### src/core/status_pkg.sv
/*
 * constants, field positions and enumerations shared by the status and
 * condition logic of a 16-bit processor.
 * assumes bit 0 is the most significant bit of every status and instruction
 * word, so those words are declared [0:15].
 */
package status_pkg;

  localparam int WORD_W = 16;

  // level status word bit positions
  localparam int IND_EVEN   = 0;
  localparam int IND_CARRY  = 1;
  localparam int IND_OVF    = 2;
  localparam int IND_NEG    = 3;
  localparam int IND_ZERO   = 4;
  localparam int SUP_BIT    = 8;
  localparam int INPROC_BIT = 9;
  localparam int TRACE_BIT  = 10;
  localparam int SMASK_BIT  = 11;

  // bits that exist; the rest read as zero
  localparam logic [0:15] LSW_USED_MASK = 16'hF8F0;
  // supervisor state only, as after initial program load
  localparam logic [0:15] LSW_RESET     = 16'h0080;

  // instruction word fields
  localparam int OPC_MSB  = 0;
  localparam int OPC_LSB  = 4;
  localparam int REG_MSB  = 5;
  localparam int REG_LSB  = 7;
  localparam int IMM_MSB  = 8;
  localparam int IMM_LSB  = 15;
  localparam int FUNC_MSB = 11;
  localparam int FUNC_LSB = 15;

  localparam logic [4:0] OPC_ADD_BYTE_IMM = 5'h00;

  typedef enum logic [2:0] {
    add_word_op              = 3'h0,
    sub_word_op              = 3'h1,
    add_word_with_carry_op   = 3'h2,
    sub_word_with_carry_op   = 3'h3,
    add_carry_to_reg_op      = 3'h4,
    sub_carry_from_reg_op    = 3'h5,
    compare_op               = 3'h6,
    add_byte_immediate_op    = 3'h7
  } alu_op_type;

  typedef enum logic [3:0] {
    cond_zero                     = 4'h0,
    cond_not_zero                 = 4'h1,
    cond_positive                 = 4'h2,
    cond_not_positive             = 4'h3,
    cond_negative                 = 4'h4,
    cond_not_negative             = 4'h5,
    cond_even                     = 4'h6,
    cond_not_even                 = 4'h7,
    cond_less                     = 4'h8,
    cond_less_equal               = 4'h9,
    cond_greater_equal            = 4'hA,
    cond_greater                  = 4'hB,
    cond_logical_less_equal       = 4'hC,
    branch_logical_less           = 4'hD,
    cond_logical_greater          = 4'hE,
    branch_logical_greater_equal  = 4'hF
  } cond_type;

endpackage : status_pkg

### src/core/alu_if.sv
/*
 * carrier between the status logic and its word adder.
 * assumes a purely combinational adder on the far side.
 */
interface alu_if;
  logic [15:0] a;
  logic [15:0] b;
  logic        cin;
  logic        sub;
  logic [15:0] result;
  logic        cout;
  logic        ovf;

  modport client (output a, b, cin, sub, input result, cout, ovf);
  modport adder  (input a, b, cin, sub, output result, cout, ovf);
endinterface : alu_if

### src/core/word_adder.sv
/*
 * one-word adder and subtractor with carry or borrow in and out.
 * assumes the caller supplies the minuend on a; cin is a borrow when sub is high.
 */
module word_adder (
  alu_if.adder port
);

  logic [15:0] b_eff;
  logic        c_eff;
  logic [16:0] sum;

  // subtract is a + ~b + ~borrow; the carry out is inverted back into a borrow
  always_comb begin
    b_eff       = port.sub ? ~port.b : port.b;
    c_eff       = port.sub ? ~port.cin : port.cin;
    sum         = {1'b0, port.a} + {1'b0, b_eff} + {16'h0000, c_eff};
    port.result = sum[15:0];
    port.cout   = port.sub ? ~sum[16] : sum[16];
    port.ovf    = (port.a[15] == b_eff[15]) && (sum[15] != port.a[15]);
  end

endmodule : word_adder

### src/core/status_condition_unit.sv
/*
 * level status word, result indicators with multi-word chaining, branch
 * condition evaluation, state bits and one-word instruction field decode.
 * assumes the execution unit presents one operation per enabled cycle and
 * routes taken branches itself; interrupt sources arrive as one-cycle pulses.
 */
// Behaviour
// - word-with-carry ops add or subtract two registers plus prior carry
// - carry-register ops apply only the prior carry to one register
// - chained zero set only when every result word was zero
// - chained even follows low bit of least significant word
// - chained negative follows high bit of most significant word
// - chained carry flags unsigned overflow of the whole result
// - chained overflow flags signed overflow of the whole result
// - indicators sit at bits 0 to 4: even, carry, overflow, negative, zero
// - branch evaluates condition; not-variants transfer when condition false
// - logically-less-than is true exactly when carry is set
// - logically-greater-or-equal is true exactly when carry is clear
// - bit 8 one is supervisor state; privileged ops need it
// - class interrupts, I/O interrupts and program load set supervisor
// - set-level-block writes the supervisor bit either way
// - bit 9 marks level in process; level exit clears it
// - set-level-block sets or clears the in-process bit
// - trace bit raises trace interrupt at each instruction start
// - summary mask zero blocks every priority interrupt
// - instructions are 16-bit words; bits 0 to 4 are the opcode
// - shared opcodes are told apart by the function field
// - add-byte-immediate is opcode 00000, register 5-7, immediate 8-15
// - compare sets indicators like subtract, leaving operands alone
module status_condition_unit (
  input  wire logic                 i_clock,
  input  wire logic                 i_rst_n,
  input  wire logic                 i_clk_en,
  input  wire logic                 i_instr_valid,
  input  wire logic [0:15]          i_instr,
  input  wire logic                 i_op_valid,
  input  wire status_pkg::alu_op_type i_op,
  input  wire logic [15:0]          i_opnd_a,
  input  wire logic [15:0]          i_opnd_b,
  input  wire logic                 i_privileged,
  input  wire logic                 i_branch_valid,
  input  wire logic                 i_branch_not,
  input  wire status_pkg::cond_type i_cond,
  input  wire logic                 i_class_irq,
  input  wire logic                 i_io_irq,
  input  wire logic                 i_initial_program_load,
  input  wire logic                 i_level_enter,
  input  wire logic                 i_level_exit_op,
  input  wire logic                 i_set_level_block_op,
  input  wire logic [0:15]          i_set_level_block_op_word,
  input  wire logic                 i_instr_start,
  input  wire logic                 i_prio_irq_req,
  output logic [0:15]               o_level_status_word,
  output logic [15:0]               o_result,
  output logic                      o_result_we,
  output logic                      o_branch_done,
  output logic                      o_branch_taken,
  output logic                      o_program_check,
  output logic                      o_trace_irq,
  output logic                      o_prio_irq_grant,
  output logic                      o_dec_valid,
  output logic [4:0]                o_dec_opcode,
  output logic [4:0]                o_dec_func,
  output logic [2:0]                o_dec_reg,
  output logic [7:0]                o_dec_imm,
  output logic                      o_dec_add_byte_imm
);

  alu_if alu ();

  word_adder u_adder (
    .port (alu.adder)
  );

  logic [0:15] lsw_r;
  logic [0:15] lsw_nxt;
  logic        chained;
  logic        priv_fault;
  logic        op_take;
  logic        trace_fire;
  logic        cond_hit;
  logic        ind_e;
  logic        ind_c;
  logic        ind_o;
  logic        ind_n;
  logic        ind_z;

  logic [15:0] result_r;
  logic [15:0] result_nxt;
  logic        result_we_r;
  logic        result_we_nxt;
  logic        branch_done_r;
  logic        branch_done_nxt;
  logic        branch_taken_r;
  logic        branch_taken_nxt;
  logic        prog_check_r;
  logic        prog_check_nxt;
  logic        trace_irq_r;
  logic        trace_irq_nxt;
  logic        dec_valid_r;
  logic        dec_valid_nxt;
  logic [0:15] dec_word_r;
  logic [0:15] dec_word_nxt;

  assign ind_e = lsw_r[status_pkg::IND_EVEN];
  assign ind_c = lsw_r[status_pkg::IND_CARRY];
  assign ind_o = lsw_r[status_pkg::IND_OVF];
  assign ind_n = lsw_r[status_pkg::IND_NEG];
  assign ind_z = lsw_r[status_pkg::IND_ZERO];

  // privileged requests are refused outright in problem state
  assign priv_fault = (i_set_level_block_op | i_level_exit_op | i_privileged)
                      & ~lsw_r[status_pkg::SUP_BIT];
  assign op_take    = i_op_valid & ~(i_set_level_block_op & ~priv_fault);
  assign trace_fire = i_instr_start & lsw_r[status_pkg::TRACE_BIT];

  // combinational grant: a masked request never leaves this block
  assign o_prio_irq_grant = i_prio_irq_req & lsw_r[status_pkg::SMASK_BIT];

  always_comb begin : operand_select
    alu.a   = i_opnd_a;
    alu.b   = i_opnd_b;
    alu.cin = 1'b0;
    alu.sub = 1'b0;
    chained = 1'b0;
    case (i_op)
      status_pkg::add_word_op: begin
        alu.sub = 1'b0;
      end
      status_pkg::sub_word_op,
      status_pkg::compare_op: begin
        alu.sub = 1'b1;
      end
      status_pkg::add_word_with_carry_op: begin
        alu.cin = ind_c;
        chained = 1'b1;
      end
      status_pkg::sub_word_with_carry_op: begin
        alu.sub = 1'b1;
        alu.cin = ind_c;
        chained = 1'b1;
      end
      status_pkg::add_carry_to_reg_op: begin
        alu.b   = 16'h0000;
        alu.cin = ind_c;
        chained = 1'b1;
      end
      status_pkg::sub_carry_from_reg_op: begin
        alu.sub = 1'b1;
        alu.b   = 16'h0000;
        alu.cin = ind_c;
        chained = 1'b1;
      end
      status_pkg::add_byte_immediate_op: begin
        alu.b = {{8{i_opnd_b[7]}}, i_opnd_b[7:0]};
      end
      default: begin
        alu.sub = 1'b0;
      end
    endcase
  end

  always_comb begin : cond_eval
    case (i_cond)
      status_pkg::cond_zero:                    cond_hit = ind_z;
      status_pkg::cond_not_zero:                cond_hit = ~ind_z;
      status_pkg::cond_positive:                cond_hit = ~ind_n & ~ind_z;
      status_pkg::cond_not_positive:            cond_hit = ind_n | ind_z;
      status_pkg::cond_negative:                cond_hit = ind_n;
      status_pkg::cond_not_negative:            cond_hit = ~ind_n;
      status_pkg::cond_even:                    cond_hit = ind_e;
      status_pkg::cond_not_even:                cond_hit = ~ind_e;
      status_pkg::cond_less:                    cond_hit = ind_n ^ ind_o;
      status_pkg::cond_less_equal:              cond_hit = (ind_n ^ ind_o) | ind_z;
      status_pkg::cond_greater_equal:           cond_hit = ~(ind_n ^ ind_o);
      status_pkg::cond_greater:                 cond_hit = ~(ind_n ^ ind_o) & ~ind_z;
      status_pkg::cond_logical_less_equal:      cond_hit = ind_c | ind_z;
      status_pkg::branch_logical_less:          cond_hit = ind_c;
      status_pkg::cond_logical_greater:         cond_hit = ~ind_c & ~ind_z;
      status_pkg::branch_logical_greater_equal: cond_hit = ~ind_c;
      default:                                  cond_hit = 1'b0;
    endcase
  end

  always_comb begin : status_next
    lsw_nxt = lsw_r;
    if (i_set_level_block_op && !priv_fault) begin
      // loads indicators, supervisor, in-process, trace and mask in one go
      lsw_nxt = i_set_level_block_op_word & status_pkg::LSW_USED_MASK;
    end else if (i_op_valid) begin
      lsw_nxt[status_pkg::IND_CARRY] = alu.cout;
      lsw_nxt[status_pkg::IND_OVF]   = alu.ovf;
      lsw_nxt[status_pkg::IND_NEG]   = alu.result[15];
      // a chain only keeps zero if every earlier word was zero too
      lsw_nxt[status_pkg::IND_ZERO]  = (alu.result == 16'h0000)
                                       & (~chained | ind_z);
      lsw_nxt[status_pkg::IND_EVEN]  = chained ? ind_e : ~alu.result[0];
    end
    if (i_level_enter) begin
      lsw_nxt[status_pkg::INPROC_BIT] = 1'b1;
    end else if (i_level_exit_op && !priv_fault) begin
      lsw_nxt[status_pkg::INPROC_BIT] = 1'b0;
    end
    // entry events win over a same-cycle block load clearing the bit
    if (i_class_irq || i_io_irq || i_initial_program_load || priv_fault || trace_fire) begin
      lsw_nxt[status_pkg::SUP_BIT] = 1'b1;
    end
  end

  always_comb begin : output_next
    result_nxt       = result_r;
    result_we_nxt    = 1'b0;
    branch_done_nxt  = 1'b0;
    branch_taken_nxt = 1'b0;
    prog_check_nxt   = priv_fault;
    trace_irq_nxt    = trace_fire;
    dec_valid_nxt    = i_instr_valid;
    dec_word_nxt     = dec_word_r;
    if (op_take) begin
      result_nxt    = alu.result;
      result_we_nxt = (i_op != status_pkg::compare_op);
    end
    if (i_branch_valid) begin
      branch_done_nxt  = 1'b1;
      branch_taken_nxt = cond_hit ^ i_branch_not;
    end
    if (i_instr_valid) begin
      dec_word_nxt = i_instr;
    end
  end

  always_ff @(posedge i_clock) begin
    if (!i_rst_n) begin
      lsw_r          <= status_pkg::LSW_RESET;
      result_r       <= 16'h0000;
      result_we_r    <= 1'b0;
      branch_done_r  <= 1'b0;
      branch_taken_r <= 1'b0;
      prog_check_r   <= 1'b0;
      trace_irq_r    <= 1'b0;
      dec_valid_r    <= 1'b0;
      dec_word_r     <= 16'h0000;
    end else if (i_clk_en) begin
      lsw_r          <= lsw_nxt;
      result_r       <= result_nxt;
      result_we_r    <= result_we_nxt;
      branch_done_r  <= branch_done_nxt;
      branch_taken_r <= branch_taken_nxt;
      prog_check_r   <= prog_check_nxt;
      trace_irq_r    <= trace_irq_nxt;
      dec_valid_r    <= dec_valid_nxt;
      dec_word_r     <= dec_word_nxt;
    end
  end

  assign o_level_status_word = lsw_r;
  assign o_result            = result_r;
  assign o_result_we         = result_we_r;
  assign o_branch_done       = branch_done_r;
  assign o_branch_taken      = branch_taken_r;
  assign o_program_check     = prog_check_r;
  assign o_trace_irq         = trace_irq_r;
  assign o_dec_valid         = dec_valid_r;

  // the function field position varies by group; bits 11-15 suit the
  // register-register group, other groups reinterpret it downstream
  assign o_dec_opcode = dec_word_r[status_pkg::OPC_MSB:status_pkg::OPC_LSB];
  assign o_dec_func   = dec_word_r[status_pkg::FUNC_MSB:status_pkg::FUNC_LSB];
  assign o_dec_reg    = dec_word_r[status_pkg::REG_MSB:status_pkg::REG_LSB];
  assign o_dec_imm    = dec_word_r[status_pkg::IMM_MSB:status_pkg::IMM_LSB];
  assign o_dec_add_byte_imm = dec_valid_r
      & (dec_word_r[status_pkg::OPC_MSB:status_pkg::OPC_LSB]
         == status_pkg::OPC_ADD_BYTE_IMM);
endmodule : status_condition_unit

### config.mk
export PLATFORM = sky130hd
export DESIGN_NAME = status_condition_unit
export DESIGN_NICKNAME = d
export VERILOG_FILES = /design/src/core/status_pkg.sv /design/src/core/alu_if.sv /design/src/core/word_adder.sv /design/src/core/status_condition_unit.sv
export SDC_FILE = /design/constraint.sdc
export NUM_CORES = 1
export LEC_CHECK = 0
export BUFFER_PORTS_ARGS = -buffer_cell sky130_fd_sc_hd__buf_2
export CORE_AREA = 2 2 91 93
export CTS_CLUSTER_SIZE = 24
export DETAILED_ROUTE_END_ITERATION = 10
export DIE_AREA = 0 0 93 95
export PLACE_DENSITY = 0.75
export SYNTH_ARGS = -nofsm -noshare
export SYNTH_HDL_FRONTEND = slang
export SYNTH_HIERARCHICAL = 1
export SYNTH_SLANG_ARGS = --single-unit
### constraint.sdc
create_clock -name i_clock -period 4.35 [get_ports i_clock]
set_input_delay 0.435 -clock i_clock [delete_from_list [all_inputs] [get_ports i_clock]]
set_output_delay 0.435 -clock i_clock [all_outputs]
set_load 0.02 [all_outputs]
# [Yosys cells after proc, flatten, opt, wreduce, memory -nomap -nowiden]
# Cells that the tools add are included.
[op_classes] n_reduce_logical=24 n_mux=18 n_addsub=2 bitwise_logic=31 n_eq_ne=26
[ops] cell="4-bit equality test (second input constant)" count=8
[ops] cell="16-bit case mux with 2 select lines" count=1
[ops] cell="16-bit by 16-bit adder with 17-bit output" count=1
[ops] cell="17-bit by 1-bit adder with 17-bit output" count=1
[ops] cell="4-bit by 3-bit equality test with 1-bit output (second input constant)" count=4
[ops] cell="16-bit zero test" count=1
[ops] cell="16-bit two-way mux" count=1
[ops] cell="16-bit NOT" count=1
[ops] cell="1-bit case mux with 16 select lines" count=1
[ops] cell="3-bit equality test (second input constant)" count=4
[ops] cell="1-bit two-way mux" count=12
[ops] cell="1-bit NOT" count=12
[ops] cell="2-bit AND reduction" count=6
[ops] cell="1-bit bitwise AND" count=10
[ops] cell="5-bit two-way mux" count=2
[ops] cell="4-bit by 2-bit equality test with 1-bit output (second input constant)" count=2
[ops] cell="8-bit two-way mux" count=1
[ops] cell="4-bit OR reduction" count=2
[ops] cell="3-bit by 2-bit equality test with 1-bit output (second input constant)" count=2
[ops] cell="1-bit OR" count=6
[ops] cell="5-bit zero test" count=1
[ops] cell="4-bit by 1-bit equality test with 1-bit output (second input constant)" count=1
[ops] cell="4-bit zero test" count=1
[ops] cell="1-bit logical OR" count=4
[ops] cell="other kinds (12)" count=16
[totals] register_bits=47 output_inout_bits=61 input_bits=87 wordCells=114

# [Depth between registers and ports, before layout]
# Gate-level depths: netlist of the first run.
[depth] ltp_word=11 depth_mapped=18 ltp_nobuf=16

# [Cells and area by module]
# The synthesis of the first run kept the hierarchy.
[by_module_without_submodules] mod="status_condition_unit" area_per_inst_um2=2396.0 seq_area_each_um2=940.9 cells_each=316 instances=1
[by_module_without_submodules] mod="word_adder" area_per_inst_um2=1039.7 seq_area_each_um2=0.0 cells_each=135 instances=1

# [Worst setup path after synthesis of the first run]
# OpenSTA, ideal clock, no wires.
[synth_timing] path_type="input port to flip-flop" from="input port i_op[2]" to="register lsw_r, in the netlist o_level_status_word[4]" path_buffers=3 setup_time_ns=0.086 arrival_time_ns=3.879 stages=18 required_ns=4.264 path_slack_ns=0.386 cell_sequence="clkbuf_1 -> nand2_1 -> xnor2_1 -> buf_2 -> buf_2 -> xor2_1 -> fa_1 -> fa_1 -> a21oi_1 -> o21bai_1 -> o211ai_1 -> and2_4 -> o21ai_1 -> nor4_1 -> nand4_1 -> o31ai_1 -> nor2_1 -> a211oi_1"
[synth_via] word_cells_on_any_way=26 cone_classes="add/sub: 2; eq/ne: 7; mux: 8; bitwise: 5; reduce/logical: 4"
[synth_lines] item="start, declared" line_no="status_condition_unit.sv:37" text="input wire status_pkg::alu_op_type i_op,"
[synth_lines] item="3-bit equality test, or another cell as far along" line_no="status_condition_unit.sv:126" text="case (i_op)"
[synth_lines] item="4-bit OR reduction (no source line) (*)"
[synth_lines] item="1-bit two-way mux (*)" line_no="status_condition_unit.sv:126"
[synth_lines] item="via alu.sub" line_no="alu_if.sv:9" text="logic sub;"
[synth_lines] item="16-bit two-way mux" line_no="word_adder.sv:15" text="b_eff = port.sub ? ~port.b : port.b;"
[synth_lines] item="16-bit by 16-bit adder with 17-bit output" line_no="word_adder.sv:17" text="sum = {1'b0, port.a} + {1'b0, b_eff} + {16'h0000, c_eff};"
[synth_lines] item="17-bit by 1-bit adder with 17-bit output (*)" line_no="word_adder.sv:17"
[synth_lines] item="via alu.result[14]" line_no="alu_if.sv:10" text="logic [15:0] result;"
[synth_lines] item="16-bit zero test (*)" line_no="status_condition_unit.sv:195" text="lsw_nxt[status_pkg::IND_ZERO] = (alu.result == 16'h0000)"
[synth_lines] item="1-bit bitwise AND (*)" line_no="status_condition_unit.sv:196" text="& (~chained | ind_z);"
[synth_lines] item="5-bit two-way mux (*)" line_no="status_condition_unit.sv:190" text="end else if (i_op_valid) begin"
[synth_lines] item="5-bit two-way mux (*)" line_no="status_condition_unit.sv:187" text="if (i_set_level_block_op && !priv_fault) begin"
[synth_lines] item="end signal, assigned" line_no="status_condition_unit.sv:234" text="lsw_r <= status_pkg::LSW_RESET;"
[synth_lines] item="end signal, assigned" line_no="status_condition_unit.sv:244" text="lsw_r <= lsw_nxt;"
[synth_lines] item="end, declared" line_no="status_condition_unit.sv:75" text="logic [0:15] lsw_r;"
# The timed path passes the listed nets; every way through them passes the cells marked *. The select of a mux whose other input is x is not followed.
# A chain may end at the register's enable or synchronous reset.

# [Worst setup path after layout of the first run]
[layout_timing] from="input port i_op[1]" to="register lsw_r, in the netlist o_level_status_word[4]"
[layout_via] word_cells_on_any_way=26 cone_classes="add/sub: 2; eq/ne: 7; mux: 8; bitwise: 5; reduce/logical: 4"
[layout_lines] item="3-bit equality test or 3-bit by 2-bit equality test with 1-bit output (tied branches)" line_no="status_condition_unit.sv:126"
[layout_lines] item="4-bit OR reduction (no source line) (*)"
[layout_lines] item="1-bit two-way mux (*)" line_no="status_condition_unit.sv:126"
[layout_lines] item="via alu.cin" line_no="alu_if.sv:8" text="logic cin;"
[layout_lines] item="1-bit NOT" line_no="word_adder.sv:16" text="c_eff = port.sub ? ~port.cin : port.cin;"
[layout_lines] item="1-bit two-way mux (*)" line_no="word_adder.sv:16"
[layout_lines] item="17-bit by 1-bit adder with 17-bit output (*)" line_no="word_adder.sv:17"
[layout_lines] item="via alu.result[12]" line_no="alu_if.sv:10"
[layout_lines] item="16-bit zero test (*)" line_no="status_condition_unit.sv:195"
[layout_lines] item="1-bit bitwise AND (*)" line_no="status_condition_unit.sv:196"
[layout_lines] item="5-bit two-way mux (*)" line_no="status_condition_unit.sv:190"
[layout_lines] item="5-bit two-way mux (*)" line_no="status_condition_unit.sv:187"
# Marked as above.

==> results of run 1 <==
-- cells by family (layout without fill, tap and decap cells) --
group / count (synthesis) / in the layout / synth area share, %
simple gates: 184 / 184 / 26.22
fa+ha+maj: 17 / 17 / 6.628
compound gates: 110 / 110 / 20.58
xor+xnor: 35 / 35 / 8.922
buf+inv: 47 / 157 / 7.101
other cells: 1 / 7 / 0.1091
mux: 10 / 10 / 3.059
flops: 47 / 47 / 27.39
-- per-stage QoR --
step                cell area (µm²)  utilization, %  total power, mW  setup slack [ns]
floorplan                      3458               -           0.9274            0.3856
global placement               4086           51.55            1.058            0.4091
detailed placement             4086           51.55            1.074            0.2883
CTS                            4187           52.81            1.353            0.6020
global route                   4187           52.81            1.442            0.3051
finish                         4187           52.81            1.345            0.6110
-- state kept, by name (all words and copies together) (netlist names) --
register and cells:
o_result_we 1, o_branch_taken 1, o_program_check 1, o_branch_done 1, dec_word_r 16, o_trace_irq 1
o_level_status_word 9, o_result 16, o_dec_valid 1
-- layout make-up --
type / count / area [µm²] / area share [%]
Sequential cell: 47 / 940.9 / 22.47
Clock buffer: 8 / 100.1 / 2.391
Inverter: 14 / 52.55 / 1.255
Multi-Input combinational cell: 363 / 2281 / 54.48
Timing Repair Buffer: 135 / 680.7 / 16.26
Tap cell: 105 / 131.4 / 3.138
-- critical path, stage by stage --
cell and delay [ns]:
buf_2 0.15, xnor2_1 0.33, nor2b_1 0.14, xor2_1 0.17, fa_1 0.41, fa_1 0.42
a21oi_1 0.22, o21bai_1 0.15, o211ai_1 0.26, and2_4 0.22, xnor2_1 0.09, nor4_1 0.23
nand4_1 0.18, o31ai_1 0.27, nor2_1 0.07, a211oi_1 0.20
-- cells in the mapped netlist, types with 3 or more instances --
cell / number / area [µm²]
a21oi_1: 41 / 205.2
nand2_1: 85 / 319.1
nor2_1: 26 / 97.59
buf_2: 8 / 40.04
nor3b_1: 3 / 22.52
buf_4: 13 / 97.59
dfxtp_1: 47 / 940.9
mux2i_1: 9 / 90.09
and3_1: 3 / 18.77
nand3_1: 9 / 45.04
a31oi_1: 3 / 18.77
clkbuf_1: 10 / 37.54
o211ai_1: 3 / 22.52
nand4_1: 3 / 18.77
ha_1: 15 / 187.7
xor2_1: 23 / 201.4
nor3_1: 11 / 55.05
inv_1: 14 / 52.55
nor4_1: 4 / 25.02
o21ai_0: 25 / 125.1
xnor2_1: 12 / 105.1
a21boi_0: 14 / 105.1
nor2b_1: 8 / 50.05
and2_1: 13 / 81.33
-- metal layers --
metal / up-vias / part of all wire, %
li1: 1758 / -
met3: 11 / 7.1
met1: 1522 / 43
met4: 0 / 1.6
met2: 132 / 48
met5: - / 0
-- worst paths after layout --
path / from / end / slack [ns] / cells after the start
max: i_op[1] / o_level_status_word[4] / 0.61 / 16
min: i_instr[12] / dec_word_r[12] / 0.38 / 3
max reg2reg: o_level_status_word[1] / o_level_status_word[4] / 0.79 / 14
min reg2reg: dec_word_r[7] / dec_word_r[7] / 0.46 / 2
-- where the power goes --
part / total, mW / internal, mW / switching, mW
Combinational: 0.593 / 0.242 / 0.351
Clock: 0.276 / 0.145 / 0.131
Sequential: 0.475 / 0.457 / 0.0183
==> flow_summary.yaml, run 1 <==
sta:
  slew_headroom_pct: 51.49
  worst_pin_slew_ns: 0.7268
  setup_violations: 0
  fmaxAchievable_mhz: 267.4
  worst_hold_slack_ns: 0.3815
  fin_crit_sh_pct: 85.96
  rsz0062_at_grt: "no"
  hold_violations: 0
  tns_ns: 0
  skew_ns: 0.005295
  min_period_ns: 3.739
  drv_slew: 0
detailed_routing:
  drt_pre_antenna_iters: 4
  avgViaCountPerCell: 5.094
  routed_wl_um: 8775
  ant_nets: 0
  drt_iter0_drc: 141
  vias: 3423
  detail_route.wl_per_cell_um: 13.06
  drcViolationCount: 0
die:
  num_io_pins: 148
  die_area_um2: 8835
  core_area_um2: 7928
  die_y_um: 95
  initial_utilization_pct: 43.34
  die_w_um: 93
  row_count: 33
grt:
  grt_max_degree: 28
  busiest_layer: "met2"
  grt_util_all_layers_pct: 19.44
  grt_util_met1_pct: 23.49
  grt_pass1_wl_um: 13970
  use_met2_pct: 35.33
  antenna_found_initial: 0
  grt_pass1_vias: 3121
  grt-ovfl-total: 0
  met3_usage_pct: 3.272
synthesis:
  ys_seq_area_share_pct: 27.39
  synthArstFlopShare_pct: 0
  synth_edf_count: 0
  yosys_warnings: 6
  ys_ff_latch: 47
  synthFlopType: "dfxtp_1"
  syn_avg_cell_area_um2: 7.618
  synth_area_um2: 3436
  synthDistinctLibCells: 63
  synth_cells: 451
power:
  irDropWorstVdd_uv: 109.2
  power_leakage_nw: 1.963
  power.density_nw_per_um2: 321.2
place:
  place_inst: 664
  io_buffers: 133
  dp_hpwl_um: 7097
  place.gp.congestion: 0.8156
cells_and_area:
  drive_gt1_share_pct: 28.04
  fin_nets: 670
  mostFrequentLayoutCells: "buf_2 (133), nand2_1 (85), dfxtp_1 (47)"
  final_common_cell: "buf_2"
  filler_cell_count: 778
  syn2layout_area_growth_pct: 21.85
  antennaDiodeCount: 0
  final_cells: 672
worst_setup_path:
  end_kind: "flop"
  cp.required_ns: 4.55
  path_class: "primary input to flop"
  cp-start-kind: "primary input"
  arrival_ns: 3.94
  worstPathMaxFanout: 11
clock_network:
  cts_buffer_depth: 2
  postCtsResizedCells: 0
  clkTransAtPathRegs_ns: 0.08
  cts.hold.buffers_added: 0
  cts_tree: "built"
  root_buffer: "clkbuf_8"
  clk_latency_ns: 0.29
  numClockSinks: 47
  htreeDepth: 2
  cts_made_buffers: 5
  postCtsSetupBuffers: 0
hold_path:
  holdCritPathClass: "primary input to flop"
run_status:
  outcome: "completed"
run:
  max_cap_violations: 0
(Power assumes the default switching activity.)
==> run 2, diff against run 1 <==
--- a/config.mk
+++ b/config.mk
@@ -10,7 +10,8 @@
 export CTS_CLUSTER_SIZE = 24
 export DETAILED_ROUTE_END_ITERATION = 10
 export DIE_AREA = 0 0 93 95
-export PLACE_DENSITY = 0.75
+export PLACE_DENSITY = 0.85
+export SKIP_LAST_GASP = 1
 export SYNTH_ARGS = -nofsm -noshare
 export SYNTH_HDL_FRONTEND = slang
 export SYNTH_HIERARCHICAL = 1
==> run 2 against run 1 <==
Global-route usage fell by 0.48 points. Final area is 0.12% lower. Largest cell class unchanged. Sequential power barely moved. Critical path type unchanged.
==> flow_summary.yaml, run 2 (synthesis gave the netlist of run 1 again) <==
cells_and_area:
  final_common_cell: "buf_2"
  drive_gt1_share_pct: 27.79
  filler_cell_count: 758
  fin_nets: 669
  antennaDiodeCount: 0
  mostFrequentLayoutCells: "buf_2 (133), nand2_1 (85), dfxtp_1 (47)"
  syn2layout_area_growth_pct: 21.70
  utilization_pct: 52.75
detailed_routing:
  vias: 3441
  avgViaCountPerCell: 5.136
  detail_route.wl_per_cell_um: 13.16
  drcViolationCount: 0
  routed_wl_um: 8820
  ant_nets: 0
  drt_pre_antenna_iters: 4
  drt_iter0_drc: 154
clock_network:
  numClockSinks: 47
  htreeDepth: 2
  clkTransAtPathRegs_ns: 0.08
  postCtsSetupBuffers: 0
  postCtsResizedCells: 0
  cts_tree: "built"
  root_buffer: "clkbuf_8"
  cts_made_buffers: 5
  cts.hold.buffers_added: 0
  cts_buffer_depth: 2
  clk_latency_ns: 0.29
grt:
  grt_util_all_layers_pct: 18.96
  met3_usage_pct: 3.512
  busiest_layer: "met2"
  grt_pass1_wl_um: 13500
  use_met2_pct: 33.82
  grt-ovfl-total: 0
  antenna_found_initial: 0
  grt_max_degree: 28
  grt_pass1_vias: 2950
  grt_util_met1_pct: 23.06
power:
  power.density_nw_per_um2: 327.5
  p_sw_uw: 503.5
  pwr-share-clk_pct: 21.9
  irDropWorstVdd_uv: 126.8
  combPwrFrac_pct: 43.3
  p_int_uw: 866.1
  seq_power_share_pct: 34.8
  switching_share_pct: 36.76
  power_leakage_nw: 1.958
worst_setup_path:
  path_class: "primary input to flop"
  cp_top_family: "compound AO/OA/AOI/OAI gates"
  cp.required_ns: 4.56
  cp_cell_sequence: "buf_2 > nand2_1 > xnor2_2 > buf_4 > xor2_1 > ha_1 > a21oi_2 > a21boi_4 > o31ai_4 > mux2i_1 > o2111ai_1 > nor4_1 > nand4_1 > o31ai_1 > nor2_1 > a211oi_1"
  cp-start-kind: "primary input"
  critPathSlowestCell: "o31ai_4"
  cp_num_buf_inv: 2
  end_kind: "flop"
  worstPathMaxFanout: 17
  max_stage_delay_ns: 0.36
  arrival_ns: 3.97
die:
  die_area_um2: 8835
  core_area_um2: 7928
  num_io_pins: 148
  row_count: 33
  initial_utilization_pct: 43.34
  die_y_um: 95
  die_w_um: 93
place:
  dp_slack_ns: 0.3117
  io_buffers: 133
  place.gp.congestion: 0.9247
  dp_hpwl_um: 7091
sta:
  fmaxAchievable_mhz: 265.9
  hold_violations: 0
  min_period_ns: 3.761
  tns_ns: 0
  worst_pin_slew_ns: 0.7355
  fin_crit_sh_pct: 86.47
  skew_ns: 0.008963
  drv_slew: 0
  setup_violations: 0
  slew_headroom_pct: 50.91
  worst_slack_ns: 0.5886
  rsz0062_at_grt: "no"
hold_path:
  holdCritPathClass: "primary input to flop"
run:
  max_cap_violations: 0
run_status:
  outcome: "completed"
run 2: cell count changes in the layout (fill, tap and decap cells not counted):
cell | previous run | this run
clkbuf_8 | 7 | 5
buf_4 | 2 | 1
bufinv_16 | 0 | 1
run 2: power groups by stage:
stage | clock network (mW) | logic, mW | registers, mW
5_1_grt | 0.323 | 0.653 | 0.479
4_1_cts | 0.309 | 0.590 | 0.476
3_5_place_dp | 0 | 0.587 | 0.486
3_3_place_gp | 0 | 0.570 | 0.485
2_1_floorplan | 0 | 0.412 | 0.516
6_report | 0.300 | 0.593 | 0.476
run 2: final timing paths:
| path | slack [ns] | depth (start not counted) | to | start |
|---|---|---|---|---|
| setup reg to reg | 0.88 | 14 | o_level_status_word[4] | o_level_status_word[1] |
| setup / recovery | 0.59 | 16 | o_level_status_word[4] | i_op[2] |
| hold / removal | 0.38 | 3 | dec_word_r[3] | i_instr[3] |
| hold reg to reg | 0.46 | 2 | o_result[3] | o_result[3] |
run 2: metrics by stage:
step / total power, mW / hold slack (ns) / instance area (µm²) / cells
detailed placement: 1.073 / 0.4467 / 4079 / 663
CTS: 1.375 / 0.3712 / 4182 / 670
global route: 1.455 / 0.3777 / 4182 / 670
global placement: 1.054 / 0.4405 / 4079 / 663
finish: 1.370 / 0.3839 / 4182 / 670
floorplan: 0.9274 / 0.5333 / 3458 / 457
run 2: metal layers:
layer	wire [µm]	up-vias	share of wire [%]
li1	-	1759	-
met1	3785	1529	43
met2	4272	142	48
met3	633	11	7.2
met4	129	0	1.5
met5	0	-	0
run 2: cell type report:
type	instances	area [µm²]	share of cell area, %
multi-input cells	363	2281	54.55
clock buffers	6	72.57	1.735
inverters	14	52.55	1.257
clock inverters	1	30.03	0.7181
well taps	105	131.4	3.142
flip-flops and latches	47	940.9	22.50
repair buffers	134	673.1	16.10
run 2: worst reg2reg max path: stages (launching register included):
cell,delay (ns)
dfxtp_1,0.39
nor2b_1,0.25
xor2_1,0.12
fa_1,0.43
fa_1,0.41
a21oi_1,0.21
o21bai_1,0.15
o211ai_1,0.23
and2_4,0.20
o21ai_1,0.10
nor4_1,0.24
nand4_1,0.16
o31ai_1,0.26
nor2_1,0.06
a211oi_1,0.19
